**config.mk**
```make
export PLATFORM = sky130hd
export DESIGN_NAME = sdram_core
export DESIGN_NICKNAME = d
export VERILOG_FILES = /design/src/sdram_pkg.sv /design/src/sdram_core.sv /design/src/skid_buffer2.sv
export SDC_FILE = /design/constraint.sdc
export NUM_CORES = 1
export LEC_CHECK = 0
export BUFFER_PORTS_ARGS = -buffer_cell sky130_fd_sc_hd__buf_4
export CAP_MARGIN = 20
export CORE_ASPECT_RATIO = 2
export CORE_MARGIN = 8
export CORE_UTILIZATION = 54
export CTS_BUF_LIST = sky130_fd_sc_hd__clkbuf_4 sky130_fd_sc_hd__clkbuf_8
export DETAILED_ROUTE_END_ITERATION = 7
export GPL_TIMING_DRIVEN = 0
export PLACE_DENSITY = 0.81
export SKIP_LAST_GASP = 1
export SYNTH_ARGS = -nofsm -noshare
export SYNTH_HDL_FRONTEND = slang
export SYNTH_HIERARCHICAL = 1
export SYNTH_SLANG_ARGS = --single-unit
```
**constraint.sdc**
```tcl
create_clock -name clk -period 2.55 [get_ports clk]
set_input_delay 0.1275 -clock clk [delete_from_list [all_inputs] [get_ports clk]]
set_output_delay 0.1275 -clock clk [all_outputs]
set_load 0.01 [all_outputs]
```
**src/sdram_pkg.sv**
```systemverilog
// shared widths, command codes and timing counts for the sdram device core
// assumes a single 100 MHz clock shared with the memory controller
package sdram_pkg;
  localparam int ROW_W = 11;
  localparam int COL_W = 8;
  localparam int DQ_W = 32;
  localparam int NBYTE = 4;
  localparam int NBANK = 4;
  localparam int BANK_W = 2;
  localparam int LEFT_W = COL_W + 1;
  localparam int APC_W = 4;
  localparam int WR_W = BANK_W + ROW_W + COL_W + NBYTE + DQ_W;
  // address bit that selects all banks on a precharge, and auto precharge on access
  localparam int ALL_BANK_BIT = 10;
  // burst length code that means a full page
  localparam logic [2:0] BL_FULL = 3'h7;
  localparam logic [2:0] BL_MAX_FIXED = 3'h3;
  localparam logic [LEFT_W-1:0] FULL_PAGE_LEN = 9'h100;
  // write recovery: one clock plus a fixed time
  localparam int CLK_NS = 10;
  localparam int TWR_EXTRA_NS = 7;
  localparam int TWR_CYC_I = 1 + (TWR_EXTRA_NS + CLK_NS - 1) / CLK_NS;
  localparam logic [APC_W-1:0] TWR_CYC = APC_W'(TWR_CYC_I);
  // command code {ras_n, cas_n, we_n} with chip select low
  typedef enum logic [2:0] {
    CMD_MODE = 3'b000,
    CMD_REFRESH = 3'b001,
    CMD_PRECHARGE = 3'b010,
    CMD_ACTIVE = 3'b011,
    CMD_WRITE = 3'b100,
    CMD_READ = 3'b101,
    CMD_TERMINATE = 3'b110,
    CMD_NOP = 3'b111
  } cmd_e;
endpackage

```
**src/sdram_core.sv**
```systemverilog
// command decode, bank tracking, bursts, power-down and clock suspend of an sdram
// assumes the controller drives pins on clk; the cell array takes writes through
// a two-entry buffer and returns read data in the same cycle as a read request
`timescale 1ns/1ps
`default_nettype none
module sdram_core
  import sdram_pkg::*;
(
  // clock and reset
  input wire logic clk,
  input wire logic rst_n,
  // command and data pins
  input wire logic cke,
  input wire logic cs_n,
  input wire logic ras_n,
  input wire logic cas_n,
  input wire logic we_n,
  input wire logic [ROW_W-1:0] addr,
  input wire logic bank_select_high,
  input wire logic bank_select_low,
  input wire logic [NBYTE-1:0] dqm,
  input wire logic [DQ_W-1:0] dq_in,
  output logic [DQ_W-1:0] dq_out,
  output logic [NBYTE-1:0] dq_oe_n,
  // mode settings
  input wire logic write_single_mode_bit,
  input wire logic [2:0] burst_len_code,
  input wire logic cas_lat3,
  // write stream to the cell array
  output logic arr_wr_valid,
  input wire logic arr_wr_ready,
  output logic [BANK_W-1:0] arr_wr_bank,
  output logic [ROW_W-1:0] arr_wr_row,
  output logic [COL_W-1:0] arr_wr_col,
  output logic [NBYTE-1:0] arr_wr_mask,
  output logic [DQ_W-1:0] arr_wr_data,
  output logic wr_buf_ready,
  // read requests to the cell array
  output logic arr_rd_valid,
  output logic [BANK_W-1:0] arr_rd_bank,
  output logic [ROW_W-1:0] arr_rd_row,
  output logic [COL_W-1:0] arr_rd_col,
  input wire logic [DQ_W-1:0] arr_rdata,
  // status
  output logic power_down,
  output logic active_power_down,
  output logic clock_suspended,
  output logic [NBANK-1:0] bank_open
);
  typedef struct packed {
    logic pd;
    logic apd;
    logic sus;
    logic cke_q;
    logic act;
    logic wr;
    logic full;
    logic ap;
    logic [BANK_W-1:0] bank;
    logic [COL_W-1:0] col;
    logic [COL_W-1:0] wrap;
    logic [LEFT_W-1:0] left;
    logic [NBANK-1:0] open;
    logic [NBANK-1:0][ROW_W-1:0] row;
    logic [NBANK-1:0][APC_W-1:0] apc;
    logic rq;
    logic [BANK_W-1:0] rq_bank;
    logic [ROW_W-1:0] rq_row;
    logic [COL_W-1:0] rq_col;
    logic s1v;
    logic [DQ_W-1:0] s1d;
    logic [NBYTE-1:0] mq;
    logic [DQ_W-1:0] dq_o;
    logic [NBYTE-1:0] oe_n;
  } st_s;

  localparam st_s ST_RST = '{oe_n: '1, default: '0};

  st_s s_r;
  st_s s_nxt;
  cmd_e cmd;
  logic [BANK_W-1:0] ba;
  logic susp;
  logic live;
  logic push;
  logic [WR_W-1:0] push_word;
  logic [WR_W-1:0] buf_word;
  logic [LEFT_W-1:0] len;
  logic [NBANK-1:0] close_now;
  logic [NBANK-1:0] close_twr;

  assign cmd = cmd_e'({ras_n, cas_n, we_n});
  assign ba = {bank_select_high, bank_select_low};
  // an edge that saw the clock gate low freezes the next edge of a burst
  assign susp = !s_r.cke_q && s_r.act && !s_r.pd;
  assign live = !s_r.pd && !susp;

  always_comb begin
    if (burst_len_code == BL_FULL) begin
      len = FULL_PAGE_LEN;
    end else if (burst_len_code > BL_MAX_FIXED) begin
      len = LEFT_W'(1);
    end else begin
      len = LEFT_W'(1) << burst_len_code;
    end
  end

  always_comb begin
    s_nxt = s_r;
    push = 1'b0;
    push_word = {s_r.bank, s_r.row[s_r.bank], s_r.col, dqm, dq_in};
    close_now = '0;
    close_twr = '0;
    s_nxt.cke_q = cke;
    if (s_r.pd) begin
      // only the clock gate, with command inhibit or NOP, is watched while powered down
      if (cke && (cs_n || cmd == CMD_NOP)) begin
        s_nxt.pd = 1'b0;
        s_nxt.apd = 1'b0;
      end
    end else if (!susp) begin
      for (int b = 0; b < NBANK; b++) begin
        if (s_r.apc[b] != '0) begin
          s_nxt.apc[b] = s_r.apc[b] - APC_W'(1);
          close_now[b] = (s_r.apc[b] == APC_W'(1));
        end
      end
      // read data: array answers in the same cycle as the request
      s_nxt.s1v = s_r.rq;
      s_nxt.s1d = arr_rdata;
      s_nxt.dq_o = cas_lat3 ? s_r.s1d : arr_rdata;
      // byte mask reaches the outputs one edge after it is sampled
      s_nxt.oe_n = (cas_lat3 ? s_r.s1v : s_r.rq) ? s_r.mq : '1;
      s_nxt.mq = dqm;
      s_nxt.rq = 1'b0;
      if (s_r.act) begin
        if (s_r.wr) begin
          push = ~&dqm;
        end else begin
          s_nxt.rq = 1'b1;
          s_nxt.rq_bank = s_r.bank;
          s_nxt.rq_row = s_r.row[s_r.bank];
          s_nxt.rq_col = s_r.col;
        end
        // the wrap mask keeps the address inside its burst, a page wraps to 0
        s_nxt.col = (s_r.col & ~s_r.wrap) | ((s_r.col + COL_W'(1)) & s_r.wrap);
        s_nxt.left = s_r.left - LEFT_W'(1);
        if (s_r.left == LEFT_W'(1) && !s_r.full) begin
          s_nxt.act = 1'b0;
          if (s_r.ap) begin
            close_twr[s_r.bank] = s_r.wr;
            close_now[s_r.bank] = close_now[s_r.bank] | !s_r.wr;
          end
        end
      end
      if (!cs_n) begin
        case (cmd)
          CMD_ACTIVE: begin
            if (!s_r.open[ba]) begin
              s_nxt.open[ba] = 1'b1;
              s_nxt.row[ba] = addr;
            end
          end
          CMD_READ, CMD_WRITE: begin
            // an access to an idle bank is dropped
            if (s_r.open[ba]) begin
              if (s_r.act && s_r.ap && s_r.bank != ba) begin
                // read with auto precharge closes now; a write waits out recovery
                close_now[s_r.bank] = !s_r.wr;
                close_twr[s_r.bank] = s_r.wr;
              end
              s_nxt.wr = (cmd == CMD_WRITE);
              s_nxt.bank = ba;
              s_nxt.ap = addr[ALL_BANK_BIT];
              s_nxt.full = (burst_len_code == BL_FULL);
              s_nxt.wrap = COL_W'(len - LEFT_W'(1));
              s_nxt.left = len - LEFT_W'(1);
              s_nxt.act = (len != LEFT_W'(1));
              if (cmd == CMD_WRITE) begin
                // data beside the new command belongs to the new burst
                push = ~&dqm;
                push_word = {ba, s_r.row[ba], addr[COL_W-1:0], dqm, dq_in};
                s_nxt.s1v = 1'b0;
                s_nxt.oe_n = '1;
                if (write_single_mode_bit) begin
                  s_nxt.act = 1'b0;
                end
              end else begin
                push = 1'b0;
                s_nxt.rq = 1'b1;
                s_nxt.rq_bank = ba;
                s_nxt.rq_row = s_r.row[ba];
                s_nxt.rq_col = addr[COL_W-1:0];
              end
              s_nxt.col = (addr[COL_W-1:0] & ~s_nxt.wrap) |
                          ((addr[COL_W-1:0] + COL_W'(1)) & s_nxt.wrap);
              if (!s_nxt.act && addr[ALL_BANK_BIT]) begin
                close_twr[ba] = (cmd == CMD_WRITE);
                close_now[ba] = close_now[ba] | (cmd == CMD_READ);
              end
            end
          end
          CMD_PRECHARGE: begin
            if (addr[ALL_BANK_BIT]) begin
              close_now = '1;
            end else begin
              close_now[ba] = 1'b1;
            end
            if (s_r.act && (addr[ALL_BANK_BIT] || s_r.bank == ba)) begin
              s_nxt.act = 1'b0;
              s_nxt.rq = 1'b0;
              push = 1'b0;
            end
          end
          CMD_TERMINATE: begin
            if (s_r.act) begin
              s_nxt.act = 1'b0;
              s_nxt.rq = 1'b0;
              push = 1'b0;
            end
          end
          CMD_NOP: begin
            if (!cke && !s_r.act) begin
              s_nxt.pd = 1'b1;
              s_nxt.apd = |s_r.open;
            end
          end
          default: begin
          end
        endcase
      end else if (!cke && !s_r.act) begin
        s_nxt.pd = 1'b1;
        s_nxt.apd = |s_r.open;
      end
      for (int b = 0; b < NBANK; b++) begin
        if (close_now[b]) begin
          s_nxt.open[b] = 1'b0;
          s_nxt.apc[b] = '0;
        end else if (close_twr[b]) begin
          s_nxt.apc[b] = TWR_CYC;
        end
      end
    end
    s_nxt.sus = !cke && s_nxt.act && !s_nxt.pd;
  end

  always_ff @(posedge clk or negedge rst_n) begin
    if (!rst_n) begin
      s_r <= ST_RST;
    end else begin
      s_r <= s_nxt;
    end
  end

  // a stalled array is absorbed by two entries; wr_buf_ready low warns the controller
  skid_buffer2 #(.WIDTH(WR_W)) u_wbuf (
    .clk(clk),
    .rst_n(rst_n),
    .in_valid(push && live),
    .in_ready(wr_buf_ready),
    .in_data(push_word),
    .out_valid(arr_wr_valid),
    .out_ready(arr_wr_ready),
    .out_data(buf_word)
  );

  assign {arr_wr_bank, arr_wr_row, arr_wr_col, arr_wr_mask, arr_wr_data} = buf_word;
  assign arr_rd_valid = s_r.rq;
  assign arr_rd_bank = s_r.rq_bank;
  assign arr_rd_row = s_r.rq_row;
  assign arr_rd_col = s_r.rq_col;
  assign dq_out = s_r.dq_o;
  assign dq_oe_n = s_r.oe_n;
  assign power_down = s_r.pd;
  assign active_power_down = s_r.apd;
  assign clock_suspended = s_r.sus;
  assign bank_open = s_r.open;

  a_wr_first_word: assert property (@(posedge clk) disable iff (!rst_n)
    (live && !cs_n && cmd == CMD_WRITE && s_r.open[ba] && !(&dqm))
      |-> (push && push_word[NBYTE+DQ_W +: COL_W] == addr[COL_W-1:0]))
    else $error("write data not taken on command edge");
  a_wr_idle_quiet: assert property (@(posedge clk) disable iff (!rst_n)
    (!s_r.act && (cs_n || cmd != CMD_WRITE)) |-> !push)
    else $error("data taken with no write burst running");
  a_page_wrap: assert property (@(posedge clk) disable iff (!rst_n)
    (live && s_r.act && s_r.full && s_r.col == '1 && (cs_n || cmd == CMD_NOP))
      |=> (s_r.col == '0))
    else $error("full page burst did not wrap to column zero");
  a_rd_stops_wr: assert property (@(posedge clk) disable iff (!rst_n)
    (live && !cs_n && cmd == CMD_READ && s_r.open[ba]) |-> !push ##1 !s_r.wr)
    else $error("write continued after read");
  a_term_drops: assert property (@(posedge clk) disable iff (!rst_n)
    (live && !cs_n && cmd == CMD_TERMINATE && s_r.act) |-> !push ##1 !s_r.act)
    else $error("terminate data was written");
  a_pd_entry: assert property (@(posedge clk) disable iff (!rst_n)
    (live && !cke && (cs_n || cmd == CMD_NOP) && !s_r.act)
      |=> (s_r.pd && s_r.apd == |$past(s_r.open)))
    else $error("power-down not entered");
  a_pd_exit: assert property (@(posedge clk) disable iff (!rst_n)
    (s_r.pd && cke && (cs_n || cmd == CMD_NOP)) |=> !s_r.pd)
    else $error("power-down not left");
  a_susp_hold: assert property (@(posedge clk) disable iff (!rst_n)
    susp |=> ($stable(s_r.col) && $stable(s_r.left) && $stable(dq_out) && $stable(dq_oe_n)))
    else $error("burst moved on a suspended edge");
  a_single_wr: assert property (@(posedge clk) disable iff (!rst_n)
    (live && !cs_n && cmd == CMD_WRITE && s_r.open[ba] && write_single_mode_bit)
      |=> !s_r.act)
    else $error("write burst longer than one in single mode");
  a_ap_interrupt: assert property (@(posedge clk) disable iff (!rst_n)
    (live && s_r.act && s_r.ap && !s_r.wr && !cs_n && cmd == CMD_READ
      && s_r.open[ba] && ba != s_r.bank) |=> !s_r.open[$past(s_r.bank)])
    else $error("interrupted bank not closed");
endmodule
`default_nettype wire

```
**src/skid_buffer2.sv**
```systemverilog
// two-entry buffer with valid and ready on both sides
// assumes producer and consumer on the same clock; outputs come from flip-flops
`timescale 1ns/1ps
`default_nettype none
module skid_buffer2 #(
  parameter int WIDTH = 8
) (
  // clock and reset
  input wire logic clk,
  input wire logic rst_n,
  // filling side
  input wire logic in_valid,
  output logic in_ready,
  input wire logic [WIDTH-1:0] in_data,
  // draining side
  output logic out_valid,
  input wire logic out_ready,
  output logic [WIDTH-1:0] out_data
);
  typedef struct packed {
    logic v0;
    logic v1;
    logic rdy;
    logic [WIDTH-1:0] d0;
    logic [WIDTH-1:0] d1;
  } buf_s;

  buf_s s_r;
  buf_s s_nxt;

  always_comb begin
    s_nxt = s_r;
    if (s_r.v0 && out_ready) begin
      s_nxt.v0 = s_r.v1;
      s_nxt.d0 = s_r.d1;
      s_nxt.v1 = 1'b0;
    end
    if (in_valid && s_r.rdy) begin
      if (!s_nxt.v0) begin
        s_nxt.v0 = 1'b1;
        s_nxt.d0 = in_data;
      end else begin
        s_nxt.v1 = 1'b1;
        s_nxt.d1 = in_data;
      end
    end
    // ready is registered so the filling side sees no combinational path
    s_nxt.rdy = !s_nxt.v1;
  end

  always_ff @(posedge clk or negedge rst_n) begin
    if (!rst_n) begin
      s_r <= '{rdy: 1'b1, default: '0};
    end else begin
      s_r <= s_nxt;
    end
  end

  assign in_ready = s_r.rdy;
  assign out_valid = s_r.v0;
  assign out_data = s_r.d0;
endmodule
`default_nettype wire

```
==> summary.txt <==
Critical path
  • Slowest stage delay, CP: 0.53 ns
  • Worst path required time: 3.02 ns
  • Crit Path Max Fanout: 10
  • CP arrival: 3.25 ns
  • Worst setup SP type: register
  • Slowest-stage cell, CP: mux4_2
  • R2R cell count: 10
  • CP endpoint kind: register
  • Critical-path cell list: mux4_2 -> buf_12 -> o21ai_4 -> a31oi_4 -> nor2_4 -> nand2_2 -> or3_4 -> buf_4 -> buf_6 -> mux2_2
  • Critical path class: register to register

Clock network
  • TritonCTS clock tree: built
  • Num CTS Buffers: 45
  • CTS max path bufs: 3
  • Clock slew at reported path FFs: 0.07 ns
  • Root buffer cell: clkbuf_8
  • Clk_lat worst skew: 0.59 ns
  • Sink Count: 311
  • H-tree depth: 2

Yosys
  • Cell taking the most area after synthesis: dfrtp_1
  • Mapped Cells: 1501
  • Mapped Area: 16400 sq um
  • Mapped Avg Cell Area: 10.9 sq um
  • Synth Register Bits: 311
  • Warnings from Yosys: 6
  • Synth top area share: 46.7%
  • Post-synth ARST share: 100%
  • Netlist cell types: 75
  • Syn nets: 1613
  • Register area share after synthesis: 47.5%
  • Number of synthesized flops with an enable pin: 0
  • Post-synth top flop: dfrtp_1
  • Synth area leaders: dfrtp_1 (47%), mux2_2 (13%), buf_4 (5.5%), nand2_1 (4.4%), mux4_2 (3.2%)

Timing
  • Worst Tran Pin Value: 0.945 ns
  • Worst Skew: 0.0185 ns
  • Slew Viols, Final: 0
  • Final setup fails: 157
  • Fmax: 0.359 GHz
  • Rel. slew slack: 36.9%
  • Final WS setup: -0.236 ns
  • Final hold violation count: 0
  • Crit share post-route: 109%
  • RSZ-0062 raised after global routing: yes
  • Period minus WS final: 2.79 ns

Route
  • Residual DRC: 0
  • Routed Antenna Nets: 0
  • First DRT Iteration DRCs: 812
  • Routed wire length: 51400 um
  • Via-to-Cell Ratio: 5.88
  • Count of TritonRoute iterations in the first routing pass: 7
  • Vias: 13500
  • Drt wl/cell: 22.3 um

Floorplan
  • Die Area: 36500 sq um
  • Initial core utilization: 54.5%
  • Num rows: 90
  • Io pins: 218
  • Die width: 139 um
  • Die Ht: 262 um
  • Core area: 30100 sq um

Status
  • Failing checks: setup timing
  • Outcome: complete, but fails checks

Final layout
  • Multi-input logic area: 7860 sq um
  • Most common cell after layout, fill and taps aside: buf_4
  • Reg area: 7790 sq um
  • Layout cells sized above 1: 43.4%
  • Fill count: 1975
  • Utilization after layout: 72.2%
  • Fin nets: 2008
  • Area growth syn-to-layout: 32.3%
  • Commonest non-fill, non-tap cells in the layout: buf_4 (373), dfrtp_1 (303), nand2_1 (183)

Place
  • Final Wtd Congestion: 0.969
  • Number of port buffers: 211
  • HPWL after DPL: 34000 um

Global routing
  • Grt total ovfl: 0
  • First-pass GRT wire length: 77600 um
  • Vias in the first global route: 14400
  • Overall routing resource usage: 26.8%
  • Initial antenna violation count: 6
  • Largest net degree at the start of global routing: 127

Flow run
  • Number of max-cap violations: 0

Power and ir drop
  • Max VDD drop: 0.584 mV
  • Power density cells: 1040 nW/um^2
  • Leakage: 10.7 nW
  • Total chip power: 22.5 mW

Worst hold path
  • Hold path depth: 3
  • Worst min-delay path category: input port to register
==> area by class of cell <==
cell class / count / area share, %
inverters: 27 / 0.467
diodes: 6 / 0.0692
repair buffers: 353 / 14.1
clock buffers: 71 / 4.10
well taps: 368 / 2.12
clock inverters: 9 / 0.381
flip-flops and latches: 311 / 35.9
multi-input cells: 954 / 36.2
plain buffers: 204 / 6.60
==> metal layers <==
| metal | vias to the layer above | track usage (%) | share of wire (%) |
|---|---|---|---|
| met5 | - | 0 | 0 |
| met4 | 0 | 20.9 | 7.8 |
| met3 | 233 | 4.66 | 5.0 |
| met2 | 555 | 48.7 | 53 |
| met1 | 6756 | 26.5 | 34 |
| li1 | 5998 | - | - |
==> synth_stat cells, types with 9 or more instances <==
| library cell | count |
|---|---|
| a21oi_1 | 68 |
| o22ai_1 | 26 |
| nand3_1 | 22 |
| buf_1 | 11 |
| buf_4 | 120 |
| o21ai_0 | 78 |
| dfrtp_1 | 306 |
| nor2_1 | 65 |
| inv_1 | 27 |
| a31oi_1 | 11 |
| or3_1 | 9 |
| mux4_2 | 23 |
| mux2_2 | 188 |
| a21o_1 | 13 |
| buf_2 | 23 |
| ha_1 | 18 |
| clkbuf_1 | 53 |
| mux2i_1 | 36 |
| mux2_1 | 40 |
| nor3_1 | 13 |
| o22a_1 | 11 |
| nand2_1 | 194 |
==> path summary, 6_finish.rpt <==
path	startpoint	end	slack, ns
worst min register to register	s_r[172]	s_r[172]	0.48
min in group asynchronous	rst_n	s_r[43]	0.12
max in group asynchronous	rst_n	u_wbuf/s_r[6]	0.86
worst max-delay path	bank_open[0]	u_wbuf/s_r[23]	-0.24
worst max register to register	bank_open[0]	u_wbuf/s_r[23]	-0.24
worst min-delay path	burst_len_code[1]	s_r[168]	0.05
==> report_power, final <==
part | internal (mW) | total, mW | switching [mW]
registers | 6.64 | 7.96 | 1.32
logic | 5.22 | 10.2 | 5.00
clock network | 2.33 | 4.33 | 2.00
total | 14.2 | 22.5 | 8.32
==> cell families (layout without fill, tap and decap cells) <==
logic type | after synthesis | in the layout | synth area share (%)
AO/OA/AOI/OAI | 261 | 261 | 10.0
multiplexers | 295 | 295 | 21.7
buffers and inverters | 236 | 664 | 8.42
adder cells (fa/ha/maj) | 18 | 18 | 1.37
AND/OR/NAND/NOR | 370 | 370 | 10.4
other | 0 | 6 | 0
flip-flops | 311 | 311 | 47.5
XOR/XNOR | 10 | 10 | 0.534
==> what timing repair did <==
action                                  in CTS  in global routing
pin swaps                                   25                 25
hold endpoints to repair                   244                  0
hold buffers                                80                  0
endpoints found under the setup margin     258                200
buffers inserted                            31                 21
gates cloned                                 2                  6
gates resized for setup                    114                107
==> worst max-delay path, delay by kind of cell, from the launching register on <==
kind / cells / cell delay, ns
simple gates: 3 / 0.72
mux: 2 / 0.81
flops: 1 / 0.39
buf+inv: 3 / 0.47
compound gates: 2 / 0.26
==> metrics by stage <==
step,setup slack (ns),setup TNS (ns),cells,hold slack (ns),area (sq um)
floorplan,0.00598,0,1501,-0.168,16400
global placement,-1.38,-550.24,2080,0.280,18500
detailed placement,-1.29,-153.53,2082,0.167,18500
CTS,-0.153,-9.28,2271,0.00827,21000
global route,-0.279,-32.46,2302,0.0598,21700
finish,-0.236,-22.52,2303,0.0509,21700
Power figures use the tool's default switching activity.
